[config.mk]
export PLATFORM = sky130hd
export DESIGN_NAME = clock_prescaler_wakeup
export DESIGN_NICKNAME = d
export VERILOG_FILES = /design/src/clock_prescaler_wakeup.v
export VERILOG_INCLUDE_DIRS = /design/src /design/src/common
export SDC_FILE = /design/constraint.sdc
export NUM_CORES = 1
export LEC_CHECK = 0
export BUFFER_PORTS_ARGS = -buffer_cell sky130_fd_sc_hd__buf_2
export CAP_MARGIN = 30
export CORE_ASPECT_RATIO = 1.25
export CORE_MARGIN = 5
export CORE_UTILIZATION = 40
export DETAILED_ROUTE_END_ITERATION = 12
export PLACE_DENSITY = 0.59
export SYNTH_ARGS = -nofsm -noshare
export SYNTH_HDL_FRONTEND = slang
export SYNTH_SLANG_ARGS = --single-unit
export TNS_END_PERCENT = 5
[constraint.sdc]
create_clock -name REF_CLK -period 4.7 [get_ports REF_CLK]
set_clock_uncertainty 0.15 [all_clocks]
set_input_delay 0.47 -clock REF_CLK [delete_from_list [all_inputs] [get_ports REF_CLK]]
set_output_delay 0.47 -clock REF_CLK [all_outputs]
set_load 0.02 [all_outputs]
[src/common/clock_prescaler_wakeup_defines.vh]
// constants for the clock prescaler and wake-up wait block
// assumes a 100 MHz reference clock and a 32-bit APB register port
`ifndef CLOCK_PRESCALER_WAKEUP_DEFINES_VH
`define CLOCK_PRESCALER_WAKEUP_DEFINES_VH

// ============================================================
// register byte offsets
`define OFS_PORT_MODE_REG_TWO 12'h000
`define OFS_SYSTEM_CONTROL_REG_ONE 12'h004
`define OFS_TIMER_A_MODE_REG 12'h008
`define OFS_STATUS 12'h00c

// ============================================================
// field positions
`define EXT_SUBCLOCK_SELECT_BIT 7
`define STANDBY_WAIT_SELECT_HI 6
`define STANDBY_WAIT_SELECT_LO 4
`define MEDIUM_DIV_SELECT_HI 1
`define MEDIUM_DIV_SELECT_LO 0
`define WATCH_PRESCALER_CLEAR_HI 3
`define WATCH_PRESCALER_CLEAR_LO 2

// ============================================================
// reset values
`define PORT_MODE_REG_TWO_RESET 8'h00
`define SYSTEM_CONTROL_REG_ONE_RESET 8'h00
`define TIMER_A_MODE_REG_RESET 4'h0

// ============================================================
// operating modes seen on the power mode input
`define MODE_ACTIVE_HIGH 3'h0
`define MODE_ACTIVE_MEDIUM 3'h1
`define MODE_SLEEP_HIGH 3'h2
`define MODE_SLEEP_MEDIUM 3'h3
`define MODE_SUBACTIVE 3'h4
`define MODE_SUBSLEEP 3'h5
`define MODE_WATCH 3'h6
`define MODE_STANDBY 3'h7

// ============================================================
// timing
`define CLOCK_PERIOD_NS 10
`define OSC_SETTLE_TIME_NS 10000
`define OSC_SETTLE_CYCLES (`OSC_SETTLE_TIME_NS / `CLOCK_PERIOD_NS)
`define MIN_WAIT_STATES 18'h00008
`define MAX_WAIT_STATES 131072
`define MEDIUM_MIN_DIVISOR 8'h10

`endif

[src/clock_prescaler_wakeup.v]
// system and watch clock prescalers, subclock source select and wake-up wait
// assumes the power mode state machine drives POWER_MODE on REF_CLK
//
// Summary of operation
// - system prescaler is a 13-bit counter advancing once per system clock
// - reset clears the system prescaler; counting starts when reset ends
// - in standby, watch, subactive, subsleep the system prescaler stops at zero
// - system prescaler count has no read or write path
// - every system prescaler tap is shared; each peripheral picks its own
// - medium-speed mode feeds the system prescaler with oscillator over 16 to 128
// - watch prescaler is 5 bits fed by the subclock divided by four
// - reset clears the watch prescaler; counting starts when reset ends
// - watch prescaler keeps counting in low-power modes while subclock runs
// - writing ones to both clear bits of timer A mode clears watch prescaler
// - watch prescaler taps serve as the timekeeping timer time base
// - source select zero takes the resonator pin, one the external clock pin
// - select at bit 7; when set resonator is ignored and port pin is lost
// - wake wait chosen by three-bit field at bits 6 to 4
// - wait spans at least 8 and at most 131072 states
// - oscillator restarts when the wake-up interrupt is accepted
// - wake delay equals oscillator settling plus programmed wait
// - taps: system clock over 2 to 8192, watch clock over 1 to 128
//
// The APB register port and the address map are this design's own decisions.
`timescale 1ns/1ns
`include "clock_prescaler_wakeup_defines.vh"

module clock_prescaler_wakeup #(
    parameter OSC_SETTLE_CYCLES = `OSC_SETTLE_CYCLES,
    parameter MAX_WAIT_STATES = `MAX_WAIT_STATES
) (
    // clock and reset
    input wire REF_CLK,
    input wire RST,
    // apb slave
    input wire PSEL,
    input wire PENABLE,
    input wire PWRITE,
    input wire [11:0] PADDR,
    input wire [31:0] PWDATA,
    output reg [31:0] PRDATA,
    output reg PREADY,
    output reg PSLVERR,
    // power mode and wake-up
    input wire [2:0] POWER_MODE,
    input wire WAKE_ACCEPT,
    output reg MAIN_OSC_RUN,
    output reg CPU_CLK_EN,
    // subclock pins
    input wire SUB_OSC_IN,
    input wire EXT_SUBCLK_IN,
    output reg PORT3_BIT1_DISABLE,
    // prescaler taps
    output reg [12:0] SYS_TAPS,
    output reg [7:0] WATCH_TAPS
);

    // ============================================================
    // wake state machine codes
    localparam ST_RUN = 2'b00;
    localparam ST_HALT = 2'b01;
    localparam ST_SETTLE = 2'b10;
    localparam ST_WAIT = 2'b11;

    // ============================================================
    // functions
    function [17:0] wait_states;
        input [2:0] sel;
        reg [17:0] w;
        begin
            w = `MIN_WAIT_STATES << {sel, 1'b0};
            if (w > MAX_WAIT_STATES[17:0]) begin
                w = MAX_WAIT_STATES[17:0];
            end
            wait_states = w;
        end
    endfunction

    function is_stop_mode;
        input [2:0] m;
        begin
            is_stop_mode = (m == `MODE_STANDBY) || (m == `MODE_WATCH) ||
                           (m == `MODE_SUBACTIVE) || (m == `MODE_SUBSLEEP);
        end
    endfunction

    // ============================================================
    // registers
    reg [7:0] port_mode_reg_two_q;
    reg [7:0] system_control_reg_one_q;
    reg [3:0] timer_a_mode_reg_q;
    reg [12:0] sys_clock_prescaler_q;
    reg [4:0] watch_clock_prescaler_q;
    reg [1:0] sub_div_q;
    reg [2:0] sub_sync_q;
    reg sub_filt_q;
    reg [7:0] medium_cnt_q;
    reg [1:0] wake_state_q;
    reg [17:0] wake_cnt_q;
    reg stop_prev_q;

    wire ext_subclock_select = port_mode_reg_two_q[`EXT_SUBCLOCK_SELECT_BIT];
    wire [2:0] standby_wait_select =
        system_control_reg_one_q[`STANDBY_WAIT_SELECT_HI:`STANDBY_WAIT_SELECT_LO];
    wire [1:0] medium_div_select =
        system_control_reg_one_q[`MEDIUM_DIV_SELECT_HI:`MEDIUM_DIV_SELECT_LO];
    wire stop_mode = is_stop_mode(POWER_MODE);
    wire medium_mode = (POWER_MODE == `MODE_ACTIVE_MEDIUM) || (POWER_MODE == `MODE_SLEEP_MEDIUM);

    // ============================================================
    // apb decode
    wire apb_setup = PSEL && !PENABLE;
    wire apb_done = PSEL && PENABLE && PREADY;
    wire apb_wr = apb_done && PWRITE && !PSLVERR;
    wire addr_ok = (PADDR == `OFS_PORT_MODE_REG_TWO) || (PADDR == `OFS_SYSTEM_CONTROL_REG_ONE) ||
                   (PADDR == `OFS_TIMER_A_MODE_REG) || (PADDR == `OFS_STATUS);
    wire psw_clear = apb_wr && (PADDR == `OFS_TIMER_A_MODE_REG) &&
                     PWDATA[`WATCH_PRESCALER_CLEAR_HI] && PWDATA[`WATCH_PRESCALER_CLEAR_LO];

    reg [31:0] rd_mux;
    always @* begin
        rd_mux = 32'h0000_0000;
        case (PADDR)
            `OFS_PORT_MODE_REG_TWO: rd_mux[7:0] = port_mode_reg_two_q;
            `OFS_SYSTEM_CONTROL_REG_ONE: rd_mux[7:0] = system_control_reg_one_q;
            `OFS_TIMER_A_MODE_REG: rd_mux[3:0] = timer_a_mode_reg_q;
            // status shows wake state and watch count; system count stays hidden
            `OFS_STATUS: rd_mux[8:0] = {CPU_CLK_EN, MAIN_OSC_RUN, wake_state_q, watch_clock_prescaler_q};
            default: rd_mux = 32'h0000_0000;
        endcase
    end

    // one wait-free access: data and ready are registered in the setup cycle
    always @(posedge REF_CLK or posedge RST) begin
        if (RST) begin
            PRDATA <= 32'h0000_0000;
            PREADY <= 1'b0;
            PSLVERR <= 1'b0;
            port_mode_reg_two_q <= `PORT_MODE_REG_TWO_RESET;
            system_control_reg_one_q <= `SYSTEM_CONTROL_REG_ONE_RESET;
            timer_a_mode_reg_q <= `TIMER_A_MODE_REG_RESET;
        end else begin
            PREADY <= apb_setup;
            if (apb_setup) begin
                PRDATA <= PWRITE ? 32'h0000_0000 : rd_mux;
                PSLVERR <= !addr_ok;
            end else if (apb_done) begin
                PSLVERR <= 1'b0;
            end
            if (apb_wr) begin
                case (PADDR)
                    `OFS_PORT_MODE_REG_TWO: port_mode_reg_two_q <= PWDATA[7:0];
                    `OFS_SYSTEM_CONTROL_REG_ONE: system_control_reg_one_q <= PWDATA[7:0];
                    `OFS_TIMER_A_MODE_REG: timer_a_mode_reg_q <= PWDATA[3:0];
                    default: timer_a_mode_reg_q <= timer_a_mode_reg_q;
                endcase
            end
        end
    end

    // ============================================================
    // system clock prescaler
    wire [7:0] medium_limit = (`MEDIUM_MIN_DIVISOR << medium_div_select) - 8'h01;
    wire medium_hit = (medium_cnt_q == medium_limit);
    wire sys_advance = medium_mode ? medium_hit : 1'b1;
    wire sys_held = stop_mode || (wake_state_q != ST_RUN);

    always @(posedge REF_CLK or posedge RST) begin
        if (RST) begin
            sys_clock_prescaler_q <= 13'h0000;
            medium_cnt_q <= 8'h00;
            SYS_TAPS <= 13'h0000;
        end else begin
            if (sys_held || !medium_mode || medium_hit) begin
                medium_cnt_q <= 8'h00;
            end else begin
                medium_cnt_q <= medium_cnt_q + 8'h01;
            end
            if (sys_held) begin
                sys_clock_prescaler_q <= 13'h0000;
            end else if (sys_advance) begin
                sys_clock_prescaler_q <= sys_clock_prescaler_q + 13'h0001;
            end
            // bit n toggles at clock over 2^(n+1), shared by all consumers
            SYS_TAPS <= sys_clock_prescaler_q;
        end
    end

    // ============================================================
    // subclock select, synchroniser and watch clock prescaler
    // the mux precedes the synchroniser; a glitch on switching is accepted
    wire sub_pin = ext_subclock_select ? EXT_SUBCLK_IN : SUB_OSC_IN;
    wire sub_filt_d = (sub_sync_q[1] == sub_sync_q[2]) ? sub_sync_q[1] : sub_filt_q;
    wire sub_rise = sub_filt_d && !sub_filt_q;

    always @(posedge REF_CLK or posedge RST) begin
        if (RST) begin
            sub_sync_q <= 3'b000;
            sub_filt_q <= 1'b0;
            sub_div_q <= 2'b00;
            watch_clock_prescaler_q <= 5'h00;
            WATCH_TAPS <= 8'h00;
            PORT3_BIT1_DISABLE <= 1'b0;
        end else begin
            sub_sync_q <= {sub_sync_q[1:0], sub_pin};
            sub_filt_q <= sub_filt_d;
            if (sub_rise) begin
                sub_div_q <= sub_div_q + 2'b01;
            end
            // runs regardless of power mode
            if (psw_clear) begin
                watch_clock_prescaler_q <= 5'h00;
            end else if (sub_rise && sub_div_q == 2'b11) begin
                watch_clock_prescaler_q <= watch_clock_prescaler_q + 5'h01;
            end
            WATCH_TAPS <= {watch_clock_prescaler_q, sub_div_q, sub_filt_q};
            PORT3_BIT1_DISABLE <= ext_subclock_select;
        end
    end

    // ============================================================
    // wake-up: oscillator settling then programmed wait
    wire stop_enter = stop_mode && !stop_prev_q;

    always @(posedge REF_CLK or posedge RST) begin
        if (RST) begin
            wake_state_q <= ST_RUN;
            wake_cnt_q <= 18'h00000;
            stop_prev_q <= 1'b0;
            MAIN_OSC_RUN <= 1'b1;
            CPU_CLK_EN <= 1'b1;
        end else begin
            stop_prev_q <= stop_mode;
            case (wake_state_q)
                ST_RUN: begin
                    if (stop_enter) begin
                        wake_state_q <= ST_HALT;
                        MAIN_OSC_RUN <= 1'b0;
                        CPU_CLK_EN <= 1'b0;
                    end
                end
                ST_HALT: begin
                    if (WAKE_ACCEPT) begin
                        wake_state_q <= ST_SETTLE;
                        wake_cnt_q <= 18'h00000;
                        MAIN_OSC_RUN <= 1'b1;
                    end
                end
                ST_SETTLE: begin
                    if (wake_cnt_q == OSC_SETTLE_CYCLES[17:0] - 18'h00001) begin
                        wake_state_q <= ST_WAIT;
                        wake_cnt_q <= 18'h00000;
                    end else begin
                        wake_cnt_q <= wake_cnt_q + 18'h00001;
                    end
                end
                ST_WAIT: begin
                    if (wake_cnt_q == wait_states(standby_wait_select) - 18'h00001) begin
                        wake_state_q <= ST_RUN;
                        CPU_CLK_EN <= 1'b1;
                    end else begin
                        wake_cnt_q <= wake_cnt_q + 18'h00001;
                    end
                end
                default: wake_state_q <= ST_RUN;
            endcase
        end
    end

endmodule

; Word-level counts from Yosys, hierarchy flattened
; Cells that the tools add are included.
[totals]
ff_bits = 131
input_bits = 55
out_inout_bits = 58
wordCells = 125
[op_classes]
muxes = 30
shifts = 2
n_reduce_logical = 43
n_eq_ne = 22
n_addsub = 7
n_lt_le_gt_ge = 1
[ops]
columns = operator, count
row1 = 18-bit 2-to-1 mux, 5
row2 = 18-bit case mux with 3 select lines, 1
row3 = 13-bit 2-to-1 mux, 2
row4 = 12-bit by 4-bit == test with 1-bit output (second input constant), 2
row5 = 18-bit by 1-bit adder with 18-bit output (second input constant), 1
row6 = 18-bit by 10-bit == test with 1-bit output (second input constant), 1
row7 = 18-bit == test, 1
row8 = 18-bit > comparator (second input constant), 1
row9 = 4-bit by 4-bit << shifter with 18-bit output (first input constant), 1
row10 = 18-bit by 1-bit subtractor with 18-bit output (second input constant), 1
row11 = 4-bit case mux with 4 select lines, 1
row12 = 13-bit by 1-bit adder with 13-bit output (second input constant), 1
row13 = 12-bit by 3-bit == test with 1-bit output (second input constant), 1
row14 = 3-bit == test (second input constant), 4
row15 = 12-bit zero test, 1
row16 = 4-bit case mux with 3 select lines, 1
row17 = 2-bit nonzero test, 6
row18 = 1-bit logical AND, 11
row19 = 1-bit logical OR, 10
row20 = 5-bit 2-to-1 mux, 2
row21 = 2-bit inequality test (second input constant), 5
row22 = 1-bit 2-to-1 mux, 9
row23 = 9-bit 2-to-1 mux, 1
row24 = 3-bit AND reduction, 3
row25 = other kinds (20), 33

; Logic depth before layout (Yosys ltp)
[depth]
word_depth = 8
depth_mapped = 14
depth_no_buf = 10

; Worst setup path before layout
; Ideal clock, no wire load.
[synth_timing]
kind = register -> register
from = reg system_control_reg_one_q[6]
to = reg wake_cnt_q[6]
t_required_ns = 4.421
arrival_time_ns = 2.578
path_stages_with_launch = 13
setup_slack_ns = 1.842
n_path_buf = 2
path_cell_list = dfrtp_1 nor3_1 inv_1 ha_1 buf_2 nor2b_1 nor4b_2 o2111ai_1 or3b_4 o21ai_4 buf_6 nand2b_1 o31ai_1
[synth_between]
elab_chain_cells = 8
[synth_lines]
columns = element, line_no
row1 = "start, declared", clock_prescaler_wakeup.v:90  ; reg [7:0] system_control_reg_one_q;
row2 = "start signal, assigned", clock_prescaler_wakeup.v:140  ; system_control_reg_one_q <= `SYSTEM_CONTROL_REG_ONE_RESET;
row3 = "start signal, assigned", clock_prescaler_wakeup.v:153  ; `OFS_SYSTEM_CONTROL_REG_ONE: system_control_reg_one_q <= PWDATA[7:0];
row4 = 4-bit by 4-bit << shifter with 18-bit output (no source line) (*), --
row5 = 18-bit > comparator, clock_prescaler_wakeup.v:72  ; if (w > MAX_WAIT_STATES[17:0]) begin
row6 = 18-bit 2-to-1 mux (*), clock_prescaler_wakeup.v:72
row7 = 18-bit 2-to-1 mux (*), clock_prescaler_wakeup.v:234  ; case (wake_state_q)
row8 = 18-bit by 1-bit subtractor with 18-bit output (*), clock_prescaler_wakeup.v:258  ; if (wake_cnt_q == wait_states(standby_wait_select) - 18'h00001) begin
row9 = 18-bit == test (*), clock_prescaler_wakeup.v:258
row10 = 2-bit inequality test (no source line) (*), --
row11 = 3-bit AND reduction (no source line) (*), --
row12 = "end signal, assigned", clock_prescaler_wakeup.v:254  ; wake_cnt_q <= wake_cnt_q + 18'h00001;
row13 = "end signal, assigned", clock_prescaler_wakeup.v:262  ; wake_cnt_q <= wake_cnt_q + 18'h00001;
row14 = "end, declared", clock_prescaler_wakeup.v:99  ; reg [17:0] wake_cnt_q;
; Mark *: on every way between the ends. The rest lies on a longest branch, timed or not. The select of a mux whose other input is x is not followed.
; A chain may end at the register's enable or synchronous reset.

; Worst setup path in the final report
[layout_timing]
from = reg system_control_reg_one_q[6]
to = reg wake_cnt_q[0]
; The elaborated chain is that of the path after synthesis.

==> results by group <==
Worst setup path
  • Req. time, crit path: 4770 ps
  • CP arrival: 3540 ps
  • Max FO, Critical Path: 22
  • R2R cell count: 10
  • Worst R2R Setup Slack: 1230 ps
  • Reg2reg start: system_control_reg_one_q[6]$_DFFE_PP0P_
  • Crit. End Element: flop
  • Worst Path Class, Setup: reg -> reg
  • Crit start category: flop
  • Reg-to-reg endpoint: wake_cnt_q[0]$_DFFE_PP0P_

Global routing
  • GR Util met1: 18.7%
  • GRT met2 Usage: 24.3%
  • Busiest grt layer: met2
  • M3 GR Usage: 2.92%
  • Global route overflow: 0
  • Vias in the first global route: 3,823
  • Pin count of the biggest net entering global routing: 79
  • First-pass GRT wire length: 18,800 microns
  • GR Util All Layers: 14.6%
  • Initial antenna violation count: 0

Synth
  • Most common cell in the synthesized netlist: dfrtp_1
  • Post-synth top area share: 50.1%
  • Synth top cells by count: dfrtp_1 (106), nor2_1 (38), nand2_1 (34), mux2_2 (25), buf_4 (23)
  • Yosys warns: 0
  • Synthesized flop and latch total: 108
  • Post-synth ARST share: 100%
  • Syn Inst Count: 482
  • EDFF count, synth: 0
  • Ys flop type: dfrtp_1
  • Most area-hungry cell type in the Yosys netlist: dfrtp_1
  • Syn_area_per_cell: 11.0 sq um
  • Post-Synthesis Cell Area: 5300 sq um
  • Sequential-to-total area share from yosys stat: 51.1%
  • Synth top area cells: dfrtp_1 (50%), mux2_2 (5.3%), buf_4 (3.3%)
  • Unique cell type count in the Yosys netlist: 60

STA
  • Fin crit share: 73.9%
  • Tightest Pin Transition: 881 ps
  • Setup Viol. Count Final: 0
  • Relative slew slack: 40.4%
  • Final Max Tran Viols: 0
  • Final setup TNS: 0 ps
  • RSZ-0062 raised after global routing: false
  • Peak Freq: 0.288 GHz
  • Hold Fails Final Rpt: 0
  • Tmin final: 3470 ps

Clocking
  • CTS Buf Count: 9
  • Clock Sink Count: 108
  • H-tree depth: 3
  • Clk Latency, worst-skew pair: 340 ps
  • Clock tree buffer depth: 2
  • Clock slew at reported path FFs: 70 ps
  • CTS tree: built
  • CTS resizes: 0
  • Root Driver: clkbuf_16

Floorplan
  • Die height: 139 microns
  • Die X: 113 microns
  • Core Box Area: 13,100 sq um
  • Ports: 113
  • Site Rows: 47
  • DIE AREA: 15,700 sq um
  • Initial Utilization: 40.4%

Min path
  • Hold path endpoint: stop_prev_q$_DFF_PP0_
  • Hold depth: 1
  • Min-delay worst type: in -> reg
  • Beginning of the worst hold path: POWER_MODE[2]

Drt
  • Vias per Instance: 5.24
  • Starting DRT DRC Count: 274
  • Residual DRC: 0
  • Final WL: 11,000 microns
  • DRT Pass-1 Iters: 4
  • Remaining antenna violation count: 0
  • Vias: 3,739
  • WL/cell: 15.5 microns

Outcome
  • Status: complete, no violations

Power
  • Psw: 0.000755 W
  • Logic gate share of total power: 21.4%
  • Flop pwr share: 46.5%
  • Internal: 0.00161 W
  • Clock share of power: 32.0%
  • Switching share of power: 31.9%
  • Overall Power: 0.00237 W
  • Leakage power: 2.77 nW
  • VDD IR max: 0.223 mV
  • P per Cell Area: 397 nW/um^2

Flow run
  • Max-cap check violation count: 0

Finish
  • Layout Nets: 605
  • Diode count: 0
  • Share of layout cells above drive strength 1: 22.8%
  • Area delta synth->final: 12.6%

Placed design
  • Placer Congestion: 0.856
  • Dpl hpwl: 8090 microns
  • Port-buffer cells: 64
-- cell families (layout without fill, tap and decap cells) --
logic type               Yosys count  count (layout)  share of synthesized area (%)
AO/OA/AOI/OAI                     75              75                           9.92
XOR/XNOR                          28              28                           4.63
adder cells (fa/ha/maj)           12              12                           2.79
buffers and inverters             57              96                           6.57
flip-flops                       108             108                           51.1
multiplexers                      34              34                           7.98
other                              1              23                         0.0708
AND/OR/NAND/NOR                  167             167                           17.0
-- layout make-up --
cell class,instances,area (sq um)
multi-input cells,339,2330
well taps,171,214
clock buffers,10,239
flip-flops and latches,108,2710
inverters,14,55.1
repair buffers,67,365
clock inverters,5,60.1
fillers,1221,7150
-- how the worst max path moves through the flow --
| stage | from | end | slack [ps] | depth (start not counted) |
|---|---|---|---|---|
| detailed placement | system_control_reg_one_q[6]$_DFFE_PP0P_ | wake_cnt_q[0]$_DFFE_PP0P_ | 1240 | 10 |
| finish | system_control_reg_one_q[6]$_DFFE_PP0P_ | wake_cnt_q[0]$_DFFE_PP0P_ | 1230 | 10 |
| floorplan | RST | PORT3_BIT1_DISABLE$_DFF_PP0_ | 1240 | 1 |
| global route | system_control_reg_one_q[6]$_DFFE_PP0P_ | wake_cnt_q[0]$_DFFE_PP0P_ | 950 | 10 |
| CTS | system_control_reg_one_q[5]$_DFFE_PP0P_ | wake_cnt_q[0]$_DFFE_PP0P_ | 1220 | 10 |
| global placement | system_control_reg_one_q[6]$_DFFE_PP0P_ | wake_cnt_q[6]$_DFFE_PP0P_ | 1270 | 10 |
-- placed cells by master (no fill, tap or decap), types with 11 or more instances in the layout --
| cell type | n |
|---|---|
| dfrtp_1 | 106 |
| buf_2 | 64 |
| nor2_1 | 38 |
| nand2_1 | 34 |
| mux2_2 | 25 |
| conb_1 | 23 |
| nand3_1 | 20 |
| xor2_1 | 16 |
| o21ai_0 | 14 |
| a21oi_1 | 14 |
| inv_1 | 13 |
| xnor2_1 | 12 |
| o31ai_1 | 11 |
| ha_1 | 11 |
-- power by group through the flow --
stage / combinational (W) / sequential (W) / clock [W]
after CTS: 0.000512 / 0.00110 / 0.000779
after detailed placement: 0.000511 / 0.00112 / 0
after floorplan: 0.000361 / 0.00115 / 0
after global routing: 0.000568 / 0.00112 / 0.000821
final: 0.000508 / 0.00110 / 0.000759
after global placement: 0.000497 / 0.00112 / 0
-- worst max-delay path, cell delays in order, from the launching register on --
cell	delay (ps)
dfrtp_1	530
nor3_1	370
inv_1	80
ha_1	310
nor2b_1	180
nor4b_2	250
o2111ai_1	190
or3b_4	440
o21ai_4	430
nand2b_1	290
o21ai_0	110
-- registers in the layout, indices dropped and copies added (netlist names), 2 cells and up --
signal	flops
PRDATA	9
SYS_TAPS	13
WATCH_TAPS	8
medium_cnt_q	8
port_mode_reg_two_q	8
sub_div_q	2
sub_sync_q	3
sys_clock_prescaler_q	13
system_control_reg_one_q	8
timer_a_mode_reg_q	4
wake_cnt_q	18
wake_state_q	2
watch_clock_prescaler_q	5
-- metal layers --
| layer | vias to the layer above | part of all wire (%) |
|---|---|---|
| li1 | 1791 | - |
| met2 | 90 | 50 |
| met3 | 15 | 5.0 |
| met5 | - | 0 |
| met1 | 1843 | 43 |
| met4 | 0 | 2.1 |
-- per-stage QoR --
stage                     instances  setup WS (ps)  hold slack [ps]  util [%]  instance area, sq um
final                           714           1230              110      45.5                  5960
after global routing            714            947             95.9      45.5                  5960
after CTS                       712           1220             98.9      45.2                  5930
after detailed placement        697           1240              191      42.9                  5630
after global placement          697           1270              184      42.9                  5630
after floorplan                 504           1240              181         -                  5380
-- what timing repair did --
item,in CTS,in global routing
hold endpoints to repair,0,1
hold buffers,0,1
setup buffers,0,0
(Power assumes the default switching activity.)
